`config.mk`:
```
export PLATFORM = sky130hd
export DESIGN_NAME = ascs_top
export DESIGN_NICKNAME = d
export VERILOG_FILES = /design/src/ascs_pkg.sv /design/src/ascs_regs.sv /design/src/ascs_frame_cnt.sv /design/src/ascs_top.sv
export SDC_FILE = /design/constraint.sdc
export NUM_CORES = 1
export LEC_CHECK = 0
export ABC_AREA = 1
export ABC_CLOCK_PERIOD_IN_PS = 6640
export BUFFER_PORTS_ARGS = -buffer_cell sky130_fd_sc_hd__buf_2
export CAP_MARGIN = 10
export CORE_UTILIZATION = 62
export DETAILED_ROUTE_END_ITERATION = 6
export GPL_TIMING_DRIVEN = 0
export PLACE_DENSITY = 0.83
export SETUP_SLACK_MARGIN = 0.2
export SYNTH_ARGS = -nofsm -noshare
export SYNTH_HDL_FRONTEND = slang
export SYNTH_SLANG_ARGS = --single-unit
```
`constraint.sdc`:
```
create_clock -name clk -period 6.64 [get_ports clk]
set_input_delay 1.328 -clock clk [delete_from_list [all_inputs] [get_ports clk]]
set_output_delay 1.328 -clock clk [all_outputs]
set_load 0.1 [all_outputs]
```
`src/ascs_pkg.sv`:
```
// Purpose: Shared constants, tables and types of the audio serial port
//          clock and channel 8 slot configuration block.
// Assumes: Register offsets and reset values as seen by the control port.
// Notes:   Frequencies are held in hertz, bit counts in bit clock cycles.
package ascs_pkg;

  // Register offsets on the control port.
  localparam logic [7:0] ADDR_CHAN_EIGHT_SLOT_SELECT = 8'h12;
  localparam logic [7:0] ADDR_MASTER_CLOCK_CONFIG_ZERO = 8'h13;
  localparam logic [7:0] ADDR_MASTER_CLOCK_CONFIG_ONE = 8'h14;

  // Register reset values.
  localparam logic [7:0] RST_CHAN_EIGHT_SLOT_SELECT = 8'h07;
  localparam logic [7:0] RST_MASTER_CLOCK_CONFIG_ZERO = 8'h02;
  localparam logic [7:0] RST_MASTER_CLOCK_CONFIG_ONE = 8'h48;

  // Field positions.
  localparam int CH8_RSVD_BIT = 7;
  localparam int CH8_LINE_BIT = 6;
  localparam int ROLE_BIT = 7;
  localparam int AUTO_BIT = 6;
  localparam int PLL_OFF_BIT = 5;
  localparam int GATE_BIT = 4;
  localparam int FAMILY_BIT = 3;
  localparam int RATE_MSB = 7;
  localparam int RATE_LSB = 4;
  localparam int RATIO_MSB = 3;
  localparam int RATIO_LSB = 0;

  // Highest legal codes; anything above is reserved.
  localparam logic [3:0] RATE_MAX = 4'h8;
  localparam logic [3:0] RATIO_MAX = 4'hC;

  // Bit positions within a frame need 12 bits for a 2048-bit frame.
  localparam int BITS_W = 12;
  localparam int SAMPLE_W = 32;
  localparam logic [BITS_W-1:0] BITS_ONE = 12'h001;

  // Serial framing formats, set by the port format logic outside.
  typedef enum logic [1:0] {
    ASCS_TDM = 2'b00,
    ASCS_I2S = 2'b01,
    ASCS_LJ = 2'b10
  } ascs_fmt_e;

  // Decoded register contents.
  typedef struct packed {
    logic role;
    logic auto_off;
    logic pll_off;
    logic gate;
    logic family;
    logic [2:0] ref_code;
    logic [3:0] rate;
    logic [3:0] ratio;
    logic out_line;
    logic [5:0] slot;
  } ascs_cfg_s;

  // Sample rates of the 48 kHz family, 8 kHz to 768 kHz.
  localparam logic [31:0] FS48_HZ [0:8] = '{
    32'h00001F40, 32'h00003E80, 32'h00005DC0, 32'h00007D00, 32'h0000BB80,
    32'h00017700, 32'h0002EE00, 32'h0005DC00, 32'h000BB800};
  // Sample rates of the 44.1 kHz family, 7.35 kHz to 705.6 kHz.
  localparam logic [31:0] FS441_HZ [0:8] = '{
    32'h00001CB6, 32'h0000396C, 32'h00005622, 32'h000072D8, 32'h0000AC44,
    32'h00015888, 32'h0002B110, 32'h00056220, 32'h000AC440};
  // Bit clocks per frame, 16 to 2048.
  localparam logic [BITS_W-1:0] RATIO_BITS [0:12] = '{
    12'h010, 12'h018, 12'h020, 12'h030, 12'h040, 12'h060, 12'h080,
    12'h0C0, 12'h100, 12'h180, 12'h200, 12'h400, 12'h800};
  // Reference clock frequencies, 12 MHz to 24.576 MHz.
  localparam logic [31:0] REF_HZ [0:7] = '{
    32'h00B71B00, 32'h00BB8000, 32'h00C65D40, 32'h00F42400,
    32'h0124F800, 32'h012C4B00, 32'h016E3600, 32'h01770000};
  // Reference clock to frame sync ratios, 64 to 2304.
  localparam logic [BITS_W-1:0] REF_RATIO [0:7] = '{
    12'h040, 12'h100, 12'h180, 12'h200, 12'h300, 12'h400, 12'h600,
    12'h900};

endpackage

```
`src/ascs_regs.sv`:
```
// Purpose: Control port register file for channel 8 slot and master clocks.
// Assumes: One access per request, read data valid one cycle later.
// Notes:   Unmapped offsets ignore writes and read as zero.
`timescale 1ns/10ps
module ascs_regs (
  // Clock and reset.
  input wire logic clk,
  input wire logic sys_rst,
  // Control port.
  input wire logic [7:0] reg_addr,
  input wire logic [7:0] reg_wdata,
  input wire logic reg_wr,
  input wire logic reg_rd,
  output logic [7:0] reg_rdata,
  output logic reg_rvalid,
  // Decoded configuration.
  output ascs_pkg::ascs_cfg_s cfg
);
  logic [6:0] ch8;
  logic [7:0] cfg0;
  logic [7:0] cfg1;

  // Address decode and read selection.
  wire hit_ch8 = reg_addr == ascs_pkg::ADDR_CHAN_EIGHT_SLOT_SELECT;
  wire hit_cfg0 = reg_addr == ascs_pkg::ADDR_MASTER_CLOCK_CONFIG_ZERO;
  wire hit_cfg1 = reg_addr == ascs_pkg::ADDR_MASTER_CLOCK_CONFIG_ONE;
  wire [7:0] rd_mux = hit_ch8 ? {1'b0, ch8} :
                      hit_cfg0 ? cfg0 :
                      hit_cfg1 ? cfg1 : 8'h00;

  // Writes. The reserved top bit of the slot register has no storage.
  always_ff @(posedge clk) begin
    if (sys_rst) begin
      ch8 <= ascs_pkg::RST_CHAN_EIGHT_SLOT_SELECT[6:0];
      cfg0 <= ascs_pkg::RST_MASTER_CLOCK_CONFIG_ZERO;
      cfg1 <= ascs_pkg::RST_MASTER_CLOCK_CONFIG_ONE;
    end else if (reg_wr) begin
      if (hit_ch8) ch8 <= reg_wdata[6:0];
      if (hit_cfg0) cfg0 <= reg_wdata;
      if (hit_cfg1) cfg1 <= reg_wdata;
    end
  end

  // Registered read answer.
  always_ff @(posedge clk) begin
    if (sys_rst) begin
      reg_rdata <= 8'h00;
      reg_rvalid <= 1'b0;
    end else begin
      reg_rdata <= reg_rd ? rd_mux : 8'h00;
      reg_rvalid <= reg_rd;
    end
  end

  // Field split.
  assign cfg.role = cfg0[ascs_pkg::ROLE_BIT];
  assign cfg.auto_off = cfg0[ascs_pkg::AUTO_BIT];
  assign cfg.pll_off = cfg0[ascs_pkg::PLL_OFF_BIT];
  assign cfg.gate = cfg0[ascs_pkg::GATE_BIT];
  assign cfg.family = cfg0[ascs_pkg::FAMILY_BIT];
  assign cfg.ref_code = cfg0[2:0];
  assign cfg.rate = cfg1[ascs_pkg::RATE_MSB:ascs_pkg::RATE_LSB];
  assign cfg.ratio = cfg1[ascs_pkg::RATIO_MSB:ascs_pkg::RATIO_LSB];
  assign cfg.out_line = ch8[ascs_pkg::CH8_LINE_BIT];
  assign cfg.slot = ch8[5:0];
endmodule // ascs_regs

```
`src/ascs_frame_cnt.sv`:
```
// Purpose: Bit position counter within one serial frame.
// Assumes: step is a one-cycle pulse per bit clock falling edge.
// Notes:   A zero length holds the counter at bit zero.
`timescale 1ns/10ps
module ascs_frame_cnt (
  // Clock and reset.
  input wire logic clk,
  input wire logic sys_rst,
  // Control.
  input wire logic start,
  input wire logic step,
  input wire logic [ascs_pkg::BITS_W-1:0] frame_len,
  // Position.
  output logic [ascs_pkg::BITS_W-1:0] bit_idx
);
  wire last_bit = (frame_len == '0) ||
                  (bit_idx >= frame_len - ascs_pkg::BITS_ONE);
  wire [ascs_pkg::BITS_W-1:0] next_idx =
    last_bit ? '0 : bit_idx + ascs_pkg::BITS_ONE;

  // Start wins over a step so a new frame always begins at bit zero.
  always_ff @(posedge clk) begin
    if (sys_rst || start) begin
      bit_idx <= '0;
    end else if (step) begin
      bit_idx <= next_idx;
    end
  end
endmodule // ascs_frame_cnt

```
`src/ascs_top.sv`:
```
// Purpose: Audio serial port clocking and channel 8 slot placement.
// Assumes: Pins are synchronous to clk; half_bit_tick comes from the audio
//          root divider and is at least two clk cycles apart.
// Notes:   Outputs settle one clk after each bit clock falling edge in master role, two clk after a falling bclk_in in slave role.
`timescale 1ns/10ps
module ascs_top (
  // Clock and reset.
  input wire logic clk,
  input wire logic sys_rst,
  // Control port.
  input wire logic [7:0] reg_addr,
  input wire logic [7:0] reg_wdata,
  input wire logic reg_wr,
  input wire logic reg_rd,
  output logic [7:0] reg_rdata,
  output logic reg_rvalid,
  // Port setup held outside this block.
  input wire ascs_pkg::ascs_fmt_e fmt,
  input wire logic [5:0] word_bits,
  input wire logic ref_clock_spec_mode,
  input wire logic [2:0] ref_ratio_sel,
  input wire logic custom_pll_en,
  // Audio root timing and sample.
  input wire logic half_bit_tick,
  input wire logic [ascs_pkg::SAMPLE_W-1:0] ch8_sample,
  output logic sample_taken,
  // Serial pins.
  input wire logic bclk_in,
  output logic bclk_out,
  output logic bclk_oe,
  input wire logic frame_sync_in,
  output logic frame_sync_out,
  output logic frame_sync_oe,
  output logic primary_serial_out,
  output logic primary_serial_oe,
  output logic secondary_serial_out,
  output logic secondary_serial_oe,
  // Clock plan status.
  output logic auto_derive,
  output logic pll_enable,
  output logic [31:0] fs_hz,
  output logic [31:0] bclk_freq_hz,
  output logic [31:0] ref_freq_hz,
  output logic config_error
);
  localparam int BW = ascs_pkg::BITS_W;
  ascs_pkg::ascs_cfg_s cfg;
  logic bclk_q;
  logic bclk_in_d;
  logic fs_in_d;
  logic step_d;
  logic [BW-1:0] meas_len;
  logic [BW-1:0] bit_idx;
  logic [ascs_pkg::SAMPLE_W-1:0] samp_q;

  ascs_regs u_regs (
    .clk(clk),
    .sys_rst(sys_rst),
    .reg_addr(reg_addr),
    .reg_wdata(reg_wdata),
    .reg_wr(reg_wr),
    .reg_rd(reg_rd),
    .reg_rdata(reg_rdata),
    .reg_rvalid(reg_rvalid),
    .cfg(cfg)
  );

  // Code checks and table lookups for the clock plan.
  wire master = cfg.role;
  wire slave_auto = !cfg.role && !cfg.auto_off;
  wire rate_ok = cfg.rate <= ascs_pkg::RATE_MAX;
  wire ratio_ok = cfg.ratio <= ascs_pkg::RATIO_MAX;
  wire [31:0] fs_sel = !rate_ok ? 32'h0 :
    cfg.family ? ascs_pkg::FS441_HZ[cfg.rate] :
    ascs_pkg::FS48_HZ[cfg.rate];
  wire [BW-1:0] ratio_len = ratio_ok ? ascs_pkg::RATIO_BITS[cfg.ratio] :
                            '0;
  wire [43:0] bclk_prod = fs_sel * ratio_len;
  wire [43:0] ref_prod = fs_sel * ascs_pkg::REF_RATIO[ref_ratio_sel];
  wire [31:0] next_ref = ref_clock_spec_mode ? ref_prod[31:0] :
                         ascs_pkg::REF_HZ[cfg.ref_code];
  wire next_pll = cfg.auto_off ? custom_pll_en : !cfg.pll_off;
  wire next_err = slave_auto ? 1'b0 : !(rate_ok && ratio_ok);

  // Bit clock events from the root divider or from the far end.
  wire run_m = master && rate_ok && ratio_ok;
  wire fall_m = run_m && half_bit_tick && bclk_q;
  wire fall_s = !master && bclk_in_d && !bclk_in;
  wire fs_rise_s = !master && !fs_in_d && frame_sync_in;
  wire step = master ? fall_m : fall_s;
  wire start = master ? !run_m : fs_rise_s;
  wire [BW-1:0] frame_len = slave_auto ? meas_len : ratio_len;
  // In slave automatic mode the counter runs free and only the incoming
  // frame sync restarts it; the length is unknown until it is measured,
  // so feeding the measured value back would lock the count at zero.
  wire [BW-1:0] cnt_len = slave_auto ? '1 : ratio_len;
  wire [BW-1:0] half_len = {1'b0, frame_len[BW-1:1]};

  // Slot placement; in two-channel formats the top slot bit picks right.
  wire [BW-1:0] wbits = {{(BW-6){1'b0}}, word_bits};
  wire [BW-1:0] slot_n = {{(BW-5){1'b0}}, cfg.slot[4:0]};
  wire [2*BW-1:0] lr_prod = slot_n * wbits;
  wire [BW-1:0] lr_base = (cfg.slot[5] ? half_len : '0) + lr_prod[BW-1:0];
  wire [2*BW-1:0] tdm_prod = {{(BW-6){1'b0}}, cfg.slot} * wbits;
  wire [BW-1:0] i2s_delay = fmt == ascs_pkg::ASCS_I2S ? ascs_pkg::BITS_ONE
                            : '0;
  wire [BW-1:0] slot_start = fmt == ascs_pkg::ASCS_TDM ? tdm_prod[BW-1:0]
                             : lr_base + i2s_delay;
  wire [BW-1:0] bit_off = bit_idx - slot_start;
  wire in_slot = (bit_idx >= slot_start) && (bit_off < wbits);
  wire [4:0] samp_pos = 5'(wbits - bit_off - ascs_pkg::BITS_ONE);
  // At bit zero the sample is latched on the same edge, so the fresh word
  // is used there; otherwise a slot at bit zero would mix two samples.
  wire [ascs_pkg::SAMPLE_W-1:0] cur_samp = bit_idx == '0 ? ch8_sample :
                                           samp_q;
  wire next_data = in_slot && cur_samp[samp_pos];

  // Frame sync shape: TDM pulses at bit zero, LJ is high on the left half,
  // I2S is low on the left half.
  wire next_frame_sync = fmt == ascs_pkg::ASCS_TDM ? bit_idx == '0 :
                    fmt == ascs_pkg::ASCS_LJ ? bit_idx < half_len :
                    bit_idx >= half_len;

  ascs_frame_cnt u_frame (
    .clk(clk),
    .sys_rst(sys_rst),
    .start(start),
    .step(step),
    .frame_len(cnt_len),
    .bit_idx(bit_idx)
  );

  // Bit clock divider; it stops low when the master codes are unusable.
  always_ff @(posedge clk) begin
    if (sys_rst || !run_m) begin
      bclk_q <= 1'b0;
    end else if (half_bit_tick) begin
      bclk_q <= !bclk_q;
    end
  end

  // Incoming pin history and measured frame length in slave mode.
  always_ff @(posedge clk) begin
    if (sys_rst) begin
      bclk_in_d <= 1'b0;
      fs_in_d <= 1'b0;
      meas_len <= '0;
      step_d <= 1'b0;
    end else begin
      bclk_in_d <= bclk_in;
      fs_in_d <= frame_sync_in;
      step_d <= step;
      if (fs_rise_s) meas_len <= bit_idx + ascs_pkg::BITS_ONE;
    end
  end

  // Sample capture at each frame start so a slot never mixes two samples.
  always_ff @(posedge clk) begin
    if (sys_rst) begin
      samp_q <= '0;
      sample_taken <= 1'b0;
    end else begin
      sample_taken <= step_d && bit_idx == '0;
      if (step_d && bit_idx == '0) samp_q <= ch8_sample;
    end
  end

  // Generated clock pins; the gate forces both low but keeps them driven.
  always_ff @(posedge clk) begin
    if (sys_rst) begin
      bclk_out <= 1'b0;
      bclk_oe <= 1'b0;
      frame_sync_out <= 1'b0;
      frame_sync_oe <= 1'b0;
    end else begin
      bclk_out <= bclk_q && !cfg.gate;
      bclk_oe <= master;
      frame_sync_oe <= master;
      if (!master || cfg.gate) begin
        frame_sync_out <= 1'b0;
      end else if (step_d || !run_m) begin
        frame_sync_out <= run_m && next_frame_sync;
      end
    end
  end

  // Channel 8 data lands on one of the two serial lines only in its slot.
  always_ff @(posedge clk) begin
    if (sys_rst) begin
      primary_serial_out <= 1'b0;
      primary_serial_oe <= 1'b0;
      secondary_serial_out <= 1'b0;
      secondary_serial_oe <= 1'b0;
    end else if (step_d) begin
      primary_serial_out <= !cfg.out_line && next_data;
      primary_serial_oe <= !cfg.out_line && in_slot;
      secondary_serial_out <= cfg.out_line && next_data;
      secondary_serial_oe <= cfg.out_line && in_slot;
    end
  end

  // Clock plan status for the PLL and divider logic.
  always_ff @(posedge clk) begin
    if (sys_rst) begin
      auto_derive <= 1'b0;
      pll_enable <= 1'b0;
      fs_hz <= '0;
      bclk_freq_hz <= '0;
      ref_freq_hz <= '0;
      config_error <= 1'b0;
    end else begin
      auto_derive <= !cfg.auto_off;
      pll_enable <= next_pll;
      fs_hz <= fs_sel;
      bclk_freq_hz <= bclk_prod[31:0];
      ref_freq_hz <= next_ref;
      config_error <= next_err;
    end
  end
endmodule // ascs_top

```
==> metrics.cfg, run 1 <==
[status]
status=complete, no violations

[placement]
io_buffers=161
place_hpwl_um=47900
globalplace.congestion=0.982
dpl.cell_count=3330

[timing]
rsz0062_at_grt=yes
hold_viol_final=0
tightestPinTransition_ns=1.09
drv_slew=0
hold_ws_ns=0.468
finalSetupViolations=0
post-route-period-util_pct=93.9
min_period_ns=6.23
max_freq_ghz=0.160
fin_skew_ns=0.0206
maxSlewHeadroom_pct=27.1

[clocking]
clk_pin_slew_ns=0.08
hold_buffers=0
cts.sinks=175
clk_latency_ns=0.47
cts_tree=done
numCtsBuffers=17
cts-root-buf=clkbuf_16
cts_buffer_depth=2
htreeDepth=4

[route]
drt_iter0_drc=1738
avgViaCountPerCell=5.72
drc_errors=0
ant_nets=0
first_pass_iters=6
wire_per_inst_um=17.8
vias=19300
routed_wl_um=60000

[synth]
synth.avg_cell_area_um2=7.47
synthDistinctLibCells=52
yosys.area.top_type=fa_1
ys_top_cells_by_count=nand2_1, inv_1, nor2_1, ha_1, fa_1
synth.most_common_cell=nand2_1
yosys_warnings=0
synth_edf_count=0
postSynthCellCount=2712
synth_top_cell_area_share_pct=22.5
ys_ff_latch=175
synth_area_um2=20300
ys_async_sr_fraction_pct=0
ys_seq_area_share_pct=17.3
yosys_most_used_dff=dfxtp_1
synth_top_cells_by_area=fa_1, dfxtp_1, ha_1, nand2_1, inv_1

[global_routing]
grt_overflow=0
grt_max_degree=19
grt_usage_pct=36.7
antenna_found_initial=2
grt_pass1_vias=18800
grt_pass1_wl_um=95700

[floorplan]
core_um2=31900
io_pins=185
rows=65
dieArea_um2=33400
initial_core_util_pct=63.6
die_h_um=183
die_x_um=183

[layout]
post-route-util_pct=71.0
finalNonFillerCells=3373
num-nets-final=3464
area_growth_pct=11.7
nFillCells=2613
layout-drive-gt1-share_pct=11.9

[setup_path]
cp_max_fo=10
arrival_ns=6.63
slowest_delay_ns=0.53
reg2reg_slack_ns=0.41
cp.required_ns=7.03
end_kind=register
cp-start-kind=register
critPathTopFamily=adder cells
crit_type=reg -> reg
slowest_stage=fa_1
critPathBufInv=8

[pwr]
p_clk_share_pct=29.5
combPwrFrac_pct=38.8
peakVddDrop_mv=0.187
swShare_pct=42.2
power_density_nw_per_um2=152
p_leak_nw=11.7
finalPower_w=0.00345
seqPwrFrac_pct=31.7
switchingPower_w=0.00146
p_int_w=0.00199

[min_path]
hold_path.class=reg -> reg

[flow_run]
maxCapViolCount=0

cell usage in the layout, fill, tap and decap left out, types with 14 or more instances in the layout:
| master | Yosys | final |
|---|---|---|
| nand2_1 | 550 | 546 |
| inv_1 | 449 | 444 |
| nor2_1 | 259 | 249 |
| ha_1 | 244 | 239 |
| fa_1 | 228 | 228 |
| buf_2 | 13 | 176 |
| a21oi_1 | 182 | 176 |
| dfxtp_1 | 175 | 170 |
| nand3_1 | 171 | 166 |
| o21ai_0 | 143 | 137 |
| clkbuf_1 | 70 | 51 |
| buf_4 | 24 | 34 |
| conb_1 | 1 | 23 |
| xor2_1 | 20 | 20 |
| nor3_1 | 21 | 19 |
| clkbuf_16 | 0 | 17 |
| o211ai_1 | 14 | 14 |
routing by layer:
metal	global-route usage, %	up-vias	wire length [µm]
li1	-	8975	-
met1	46.6	9060	23400
met2	60.6	1060	28000
met3	5.90	202	5580
met4	19.0	0	3020
met5	0	-	0
cells by family after synthesis:
family | Yosys count | share of synthesized area, %
AOI/OAI and AO/OA | 402 | 10.8
xor gates and xnor gates | 33 | 1.43
adders and majority gates | 472 | 37.6
buffers and inverters | 580 | 11.3
DFF | 175 | 17.3
muxes | 2 | 0.0988
other | 1 | 0.0185
and+or+nand+nor | 1047 | 21.4
registers in the layout (all words and copies together) (netlist names), 8 cells and up:
register and cells:
samp_q 32, bclk_freq_hz 28, ref_freq_hz 26, fs_hz 19, u_frame.bit_idx 12, meas_len 11, u_regs.cfg0 8, u_regs.cfg1 8
u_regs.reg_rdata 8
area by class of cell:
| type | instances | area (µm²) | share of cell area (%) |
|---|---|---|---|
| multi-input combinational | 1979 | 14800 | 65.2 |
| sequential | 175 | 3510 | 15.5 |
| inverter | 467 | 1770 | 7.83 |
| timing repair buffer | 171 | 881 | 3.89 |
| buffer | 113 | 587 | 2.59 |
| tap | 435 | 544 | 2.41 |
| clock buffer | 17 | 425 | 1.88 |
| clock inverter | 14 | 146 | 0.647 |
| antenna | 2 | 5.00 | 0.0221 |
path summary, 6_finish.rpt:
kind / startpoint / end / cells past startpoint
max reg2reg: u_regs.cfg1[5] / bclk_freq_hz[25] / 27
min: samp_q[4] / samp_q[4] / 2
max: u_regs.cfg1[5] / bclk_freq_hz[25] / 27
min reg2reg: samp_q[4] / samp_q[4] / 2
worst reg2reg max path: stages, from the launching register on:
cell     delay, ns
dfxtp_2       0.38
inv_2         0.17
ha_1          0.19
nand3_1       0.21
inv_4         0.15
nor2_4        0.06
inv_2         0.14
nand3_2       0.25
inv_1         0.14
buf_2         0.27
nand2_1       0.13
fa_1          0.53
fa_1          0.51
inv_1         0.04
ha_1          0.26
inv_1         0.04
fa_1          0.47
inv_1         0.04
ha_1          0.27
ha_1          0.25
fa_1          0.53
nand3_1       0.11
nand2_1       0.13
a21oi_1       0.26
o31ai_2       0.12
a21oi_1       0.24
o21ai_0       0.11
a21oi_1       0.15
through the flow:
stage / worst slack, ns / area (µm²) / setup TNS, ns
floorplan: 0.450 / 20300 / 0
global placement: -0.436 / 21700 / -3.12
detailed placement: -0.548 / 21700 / -4.80
CTS: 0.199 / 22300 / 0
global route: 0.153 / 22600 / 0
finish: 0.406 / 22600 / 0
power groups by stage:
stage	sequential (W)	clock, W	combinational [W]
after global placement	0.00112	0	0.00126
final	0.00109	0.00102	0.00134
after detailed placement	0.00112	0	0.00128
after global routing	0.00109	0.00106	0.00148
after CTS	0.00109	0.00102	0.00130
after floorplan	0.00128	0	0.000809
what timing repair did:
| action | CTS | global route |
|---|---|---|
| pin swaps | 0 | 5 |
| resized for setup | 27 | 87 |
| buffers inserted | 0 | 10 |
| setup endpoints to repair | 26 | 28 |
Power figures use the tool's default switching activity.
==> inputs of run 2 (changes only) <==
--- a/config.mk
+++ b/config.mk
@@ -13,6 +13,7 @@
 export DETAILED_ROUTE_END_ITERATION = 6
 export GPL_TIMING_DRIVEN = 0
 export PLACE_DENSITY = 0.83
+export RECOVER_POWER = 100
 export SETUP_SLACK_MARGIN = 0.2
 export SYNTH_ARGS = -nofsm -noshare
 export SYNTH_HDL_FRONTEND = slang
==> metrics.cfg, run 2 (synthesis gave the netlist of run 1 again) <==
[route]
drc_errors=0  ; unchanged
avgViaCountPerCell=5.72  ; about the same
met3_wirelength_um=5510  ; -1.2%
top_layer_used=met4
vias=19300  ; +0.093%
wire_per_inst_um=17.8  ; about the same
drt_iter0_drc=1800  ; +3.6%
first_pass_iters=7  ; +1
wl_met2_um=27900  ; -0.44%
wl_met1_um=23600  ; +0.51%
routed_wl_um=60000  ; about the same
ant_nets=0  ; unchanged

[timing]
post-route-period-util_pct=95.6  ; +1.7 points
hold_viol_final=0  ; unchanged
maxSlewHeadroom_pct=17.1  ; -10 points
drv_slew=0  ; unchanged
tightestPinTransition_ns=1.25  ; +0.155 ns
max_freq_ghz=0.158  ; -1.8%
finalSetupViolations=0  ; unchanged
fin_tns_setup_ns=0  ; unchanged
min_period_ns=6.35  ; +0.113 ns
hold_ws_ns=0.467  ; -0.000580 ns
rsz0062_at_grt=yes
fin_skew_ns=0.0221  ; +0.00151 ns
setup_ws_ns=0.292  ; -0.113 ns

[layout]
post-route-util_pct=70.4  ; -0.53 points
layout_commonest_cell=nand2_1
nFillCells=2675  ; +2.4%
area_growth_pct=10.8
largest_register_ffs=32  ; unchanged
top_register=samp_q
design_area_um2=22500  ; -0.75%
reg_top3=samp_q x32, bclk_freq_hz x28, ref_freq_hz x26
layout-drive-gt1-share_pct=8.11  ; -3.8 points
num-nets-final=3464  ; unchanged
final_cell_mix=nand2_1, inv_1, nor2_1, ha_1, fa_1

[pwr]
p_leak_nw=11.3  ; -3.4%
p_int_w=0.00199  ; -0.38%
p_clk_share_pct=29.6  ; about the same
peakVddDrop_mv=0.186  ; -0.73%
combPwrFrac_pct=38.6  ; -0.2 points
switchingPower_w=0.00145  ; -0.12%
power_density_nw_per_um2=153  ; +0.48%
seqPwrFrac_pct=31.8  ; about the same
swShare_pct=42.3  ; +0.063 points

[floorplan]
rows=65  ; unchanged
dieArea_um2=33400  ; unchanged
core_um2=31900  ; unchanged
io_pins=185  ; unchanged
die_h_um=183  ; unchanged
initial_core_util_pct=63.6  ; unchanged
die_x_um=183  ; unchanged

[setup_path]
reg2reg_slack_ns=0.29  ; -0.11 ns
slowest_stage=fa_1
crit_type=reg -> reg
cp-start-kind=register
slowest_delay_ns=0.56  ; +0.03 ns
cpMostUsedCell=a21oi_1
reg2regPathDepth=22  ; -19%
timing.rr.end=bclk_freq_hz[25]
critPathBufInv=5  ; -3
arrival_ns=6.69  ; +0.06 ns
regToRegStartpoint=u_regs.cfg0[3]
critPathTopFamily=adder cells
end_kind=register
cp.required_ns=6.98  ; -0.05 ns
crit_chain=inv_2 -> nor2_4 -> inv_1 -> a21oi_1 -> nand2_1 -> inv_1 -> clkbuf_1 -> nand2_1 -> fa_1 -> fa_1 -> fa_1 -> inv_1 -> fa_1 -> ha_1 -> ha_1 -> a21oi_1 -> o21ai_0 -> a21oi_1 -> o31ai_1 -> a21oi_1 -> o21ai_0 -> a21oi_1
cp_max_fo=10  ; unchanged

[min_path]
hold-path-cell-count=2  ; unchanged
min_from=samp_q[19]
hold_path.class=reg -> reg
min_to=samp_q[19]

[clocking]
hold_buffers=0  ; unchanged
cts_buffer_depth=2  ; unchanged
htreeDepth=4  ; unchanged
clk_pin_slew_ns=0.08  ; about the same
clk_latency_ns=0.47  ; about the same
cts_tree=done
cts-root-buf=clkbuf_16
cts.sinks=175  ; unchanged
numCtsBuffers=17  ; unchanged

[global_routing]
grt_max_degree=19  ; unchanged
grt_pass1_wl_um=95700  ; unchanged
grt_pass1_vias=18800  ; unchanged
grt_usage_pct=36.7  ; unchanged
antenna_found_initial=2  ; unchanged
grt_overflow=0  ; unchanged

[placement]
io_buffers=161  ; unchanged
dp_slack_ns=-0.548  ; unchanged
globalplace.congestion=0.982  ; unchanged
place_hpwl_um=47900  ; unchanged
place_area_um2=21700  ; unchanged

[flow_run]
maxCapViolCount=0  ; unchanged

[status]
status=complete, no violations

## run 2: stage by stage
step	cells	total power, W
2_1_floorplan	2734	0.00209
3_3_place_gp	3330	0.00238
3_5_place_dp	3330	0.00240
4_1_cts	3361	0.00341
5_1_grt	3372	0.00363
6_report	3374	0.00344
## run 2: worst max-delay path by stage
stage	startpoint	endpoint	depth (start not counted)
floorplan	ref_ratio_sel[0]	ref_freq_hz[29]	24
global placement	ref_ratio_sel[0]	ref_freq_hz[29]	24
detailed placement	ref_ratio_sel[0]	ref_freq_hz[29]	24
CTS	u_regs.cfg1[4]	bclk_freq_hz[24]	26
global route	u_regs.cfg0[3]	bclk_freq_hz[25]	25
finish	u_regs.cfg0[3]	bclk_freq_hz[25]	22
## run 2: area by class of cell
type	instances	area, µm²	share of cell area, %
plain buffers	113	568	2.53
clock buffers	17	425	1.89
multi-input cells	1979	14700	65.5
inverters	467	1770	7.88
flip-flops and latches	175	3510	15.6
diodes	3	7.51	0.0334
well taps	435	544	2.42
repair buffers	171	762	3.39
clock inverters	14	146	0.652
## run 2: power groups by stage
stage	clock network, W	registers (W)	logic, W
3_3_place_gp	0	0.00112	0.00126
2_1_floorplan	0	0.00128	0.000809
5_1_grt	0.00106	0.00110	0.00147
4_1_cts	0.00102	0.00109	0.00130
3_5_place_dp	0	0.00112	0.00128
6_report	0.00102	0.00109	0.00133
## run 2: worst reg2reg max path: stages, from the launching register on
cell      delay, ns
dfxtp_1        0.47
inv_2          0.15
nor2_4         0.18
inv_1          0.12
a21oi_1        0.21
nand2_1        0.30
inv_1          0.16
clkbuf_1       0.46
nand2_1        0.16
fa_1           0.56
fa_1           0.43
fa_1           0.49
inv_1          0.05
fa_1           0.48
ha_1           0.30
ha_1           0.37
a21oi_1        0.12
o21ai_0        0.28
a21oi_1        0.11
o31ai_1        0.42
a21oi_1        0.17
o21ai_0        0.18
a21oi_1        0.06
## run 2: repair_timing
item                                    4_1_cts  5_1_grt
gates resized for setup                      27       87
pin swaps                                     0        5
cloned                                        0        0
buffers inserted                              0       10
endpoints found under the setup margin       26       28
## run 2: layer usage
layer | vias to the layer above | global-route usage [%]
met3 | 204 | 5.90
met2 | 1065 | 60.6
met1 | 9086 | 46.6
met4 | 0 | 19.0
li1 | 8960 | -
met5 | - | 0
==> inputs of run 3 (changes only) <==
--- a/config.mk
+++ b/config.mk
@@ -9,10 +9,10 @@
 export ABC_CLOCK_PERIOD_IN_PS = 6640
 export BUFFER_PORTS_ARGS = -buffer_cell sky130_fd_sc_hd__buf_2
 export CAP_MARGIN = 10
-export CORE_UTILIZATION = 62
+export CORE_UTILIZATION = 49
 export DETAILED_ROUTE_END_ITERATION = 6
 export GPL_TIMING_DRIVEN = 0
-export PLACE_DENSITY = 0.83
+export PLACE_DENSITY = 0.68
 export RECOVER_POWER = 100
 export SETUP_SLACK_MARGIN = 0.2
 export SYNTH_ARGS = -nofsm -noshare
==> metrics.cfg, run 3 (synthesis gave the netlist of run 1 again) <==
[clocking]
clk_pin_slew_ns=0.07  ; about the same
clk_latency_ns=0.50  ; +0.03 ns
cts.sinks=175  ; unchanged
cts_tree=done
cts_buffer_depth=2  ; unchanged
htreeDepth=4  ; unchanged
numCtsBuffers=17  ; unchanged
cts-root-buf=clkbuf_16

[floorplan]
die_h_um=205  ; +12%
initial_core_util_pct=49.6  ; -14 points
core_um2=40800  ; +28%
dieArea_um2=42200  ; +26%
die_x_um=205  ; +12%
rows=74  ; +14%
io_pins=185  ; unchanged

[timing]
min_period_ns=6.26  ; -0.0835 ns
maxSlewHeadroom_pct=14.9  ; -2.2 points
max_freq_ghz=0.160  ; +1.3%
tightestPinTransition_ns=1.28  ; +0.0326 ns
fin_skew_ns=0.00995  ; -0.0122 ns
setup_ws_ns=0.376  ; +0.0835 ns
hold_viol_final=0  ; unchanged
rsz0062_at_grt=yes
drv_slew=0  ; unchanged
post-route-period-util_pct=94.3  ; -1.3 points
finalSetupViolations=0  ; unchanged

[route]
vias=18700  ; -3.1%
wire_per_inst_um=17.4  ; -2.2%
avgViaCountPerCell=5.40  ; -5.7%
drt_iter0_drc=1656  ; -8.0%
drc_errors=0  ; unchanged
routed_wl_um=60300  ; +0.55%
first_pass_iters=6  ; -1
ant_nets=0  ; unchanged

[setup_path]
reg2regPathDepth=27  ; +23%
cp-start-kind=register
crit_type=reg -> reg
regToRegStartpoint=u_regs.cfg1[4]
cp_max_fo=10  ; unchanged
reg2reg_slack_ns=0.38  ; +0.08 ns
arrival_ns=6.65  ; -0.04 ns
end_kind=register
timing.rr.end=bclk_freq_hz[25]
cp.required_ns=7.02  ; +0.04 ns

[min_path]
min_to=samp_q[1]
hold-path-cell-count=2  ; unchanged
min_from=samp_q[1]
hold_path.class=reg -> reg

[placement]
dp_slack_ns=-0.792  ; -0.244 ns
io_buffers=161  ; unchanged
place_hpwl_um=49200  ; +2.7%
globalplace.congestion=0.967  ; -1.5%

[pwr]
peakVddDrop_mv=0.153  ; -18%
power_density_nw_per_um2=154  ; +0.25%
p_leak_nw=11.4  ; +0.14%

[flow_run]
maxCapViolCount=0  ; unchanged

[layout]
area_growth_pct=11.6
final_cell_mix=nand2_1, inv_1, nor2_1, ha_1, fa_1
post-route-util_pct=55.4  ; -15 points
top_register=samp_q
multi_input_area_um2=14700  ; +0.18%
layout-drive-gt1-share_pct=8.08  ; -0.026 points
register_area_um2=3510  ; about the same
layout_commonest_cell=nand2_1
num-nets-final=3460  ; -0.12%
nFillCells=3987  ; +49%
reg_top3=samp_q x32, bclk_freq_hz x28, ref_freq_hz x26
largest_register_ffs=32  ; unchanged

[status]
status=complete, no violations

[global_routing]
grt_pass1_wl_um=95500  ; -0.20%
grt_usage_pct=29.4  ; -7.3 points
grt_max_degree=17  ; -2
antenna_found_initial=1  ; -1
grt_overflow=0  ; unchanged
grt_pass1_vias=18400  ; -2.0%

[run 3: repair_timing]
action,CTS,global route
hold buffers,0,0
gates resized for setup,31,99
pin swaps,0,3
buffers inserted,0,6
endpoints found under the setup margin,28,29
[run 3: routing by layer]
layer  global-route usage, %  up-vias  routed length (µm)
met1                    38.0     8964               26000
li1                        -     8963                   -
met4                    11.5        0                1650
met2                    49.1      681               28700
met3                    4.80      106                3970
met5                       0        -                   0
[run 3: worst max-delay path by stage]
stage	startpoint	end	slack (ns)	cells past startpoint
floorplan	ref_ratio_sel[0]	ref_freq_hz[29]	0.45	24
global placement	ref_ratio_sel[0]	ref_freq_hz[29]	-0.65	25
detailed placement	ref_ratio_sel[0]	ref_freq_hz[29]	-0.79	25
CTS	ref_ratio_sel[0]	ref_freq_hz[29]	0.19	25
global route	u_regs.cfg1[0]	secondary_serial_out	0.1	34
finish	u_regs.cfg1[4]	bclk_freq_hz[25]	0.38	27
[run 3: final cells by class]
type                       instances  area share [%]
clock inverter                    12           0.664
inverter                         467            7.79
sequential                       175            15.5
antenna                            3          0.0332
tap                              532            2.94
buffer                           113            2.55
multi-input combinational       1979            65.2
timing repair buffer             167            3.26
clock buffer                      20            2.02
[run 3: stage by stage]
step / TNS (ns) / total power, W / hold slack, ns / instances / area, µm²
global route: 0 / 0.00368 / 0.477 / 3466 / 22600
CTS: 0 / 0.00348 / 0.465 / 3459 / 22500
finish: 0 / 0.00347 / 0.463 / 3468 / 22600
global placement: -6.49 / 0.00239 / 0.450 / 3427 / 21800
detailed placement: -7.90 / 0.00239 / 0.448 / 3427 / 21800
floorplan: 0 / 0.00209 / 0.418 / 2734 / 20300
[run 3: worst max-delay path, stage by stage, from the launching register on]
cell and delay (ns):
dfxtp_2 0.45, inv_2 0.13, ha_1 0.22, inv_1 0.07, nor3_1 0.07, o21ai_0 0.28, nand2_2 0.22, inv_1 0.15
clkbuf_4 0.24, nand2_1 0.10, fa_1 0.56, inv_1 0.06, fa_1 0.50, inv_1 0.06, fa_1 0.52, inv_1 0.05
fa_1 0.38, ha_1 0.31, ha_1 0.38, inv_1 0.06, o21ai_1 0.21, inv_1 0.06, o21ai_0 0.11, a21oi_1 0.11
o31ai_1 0.47, a21oi_1 0.16, o21ai_0 0.18, a21oi_1 0.05
[run 3: report_power, final]
part | internal [W] | leakage, nW | total [W] | switching [W]
Combinational | 0.000399 | 9.63 | 0.00132 | 0.000918
Clock | 0.000583 | 0.297 | 0.00106 | 0.000481
Sequential | 0.00108 | 1.43 | 0.00109 | 0.0000113
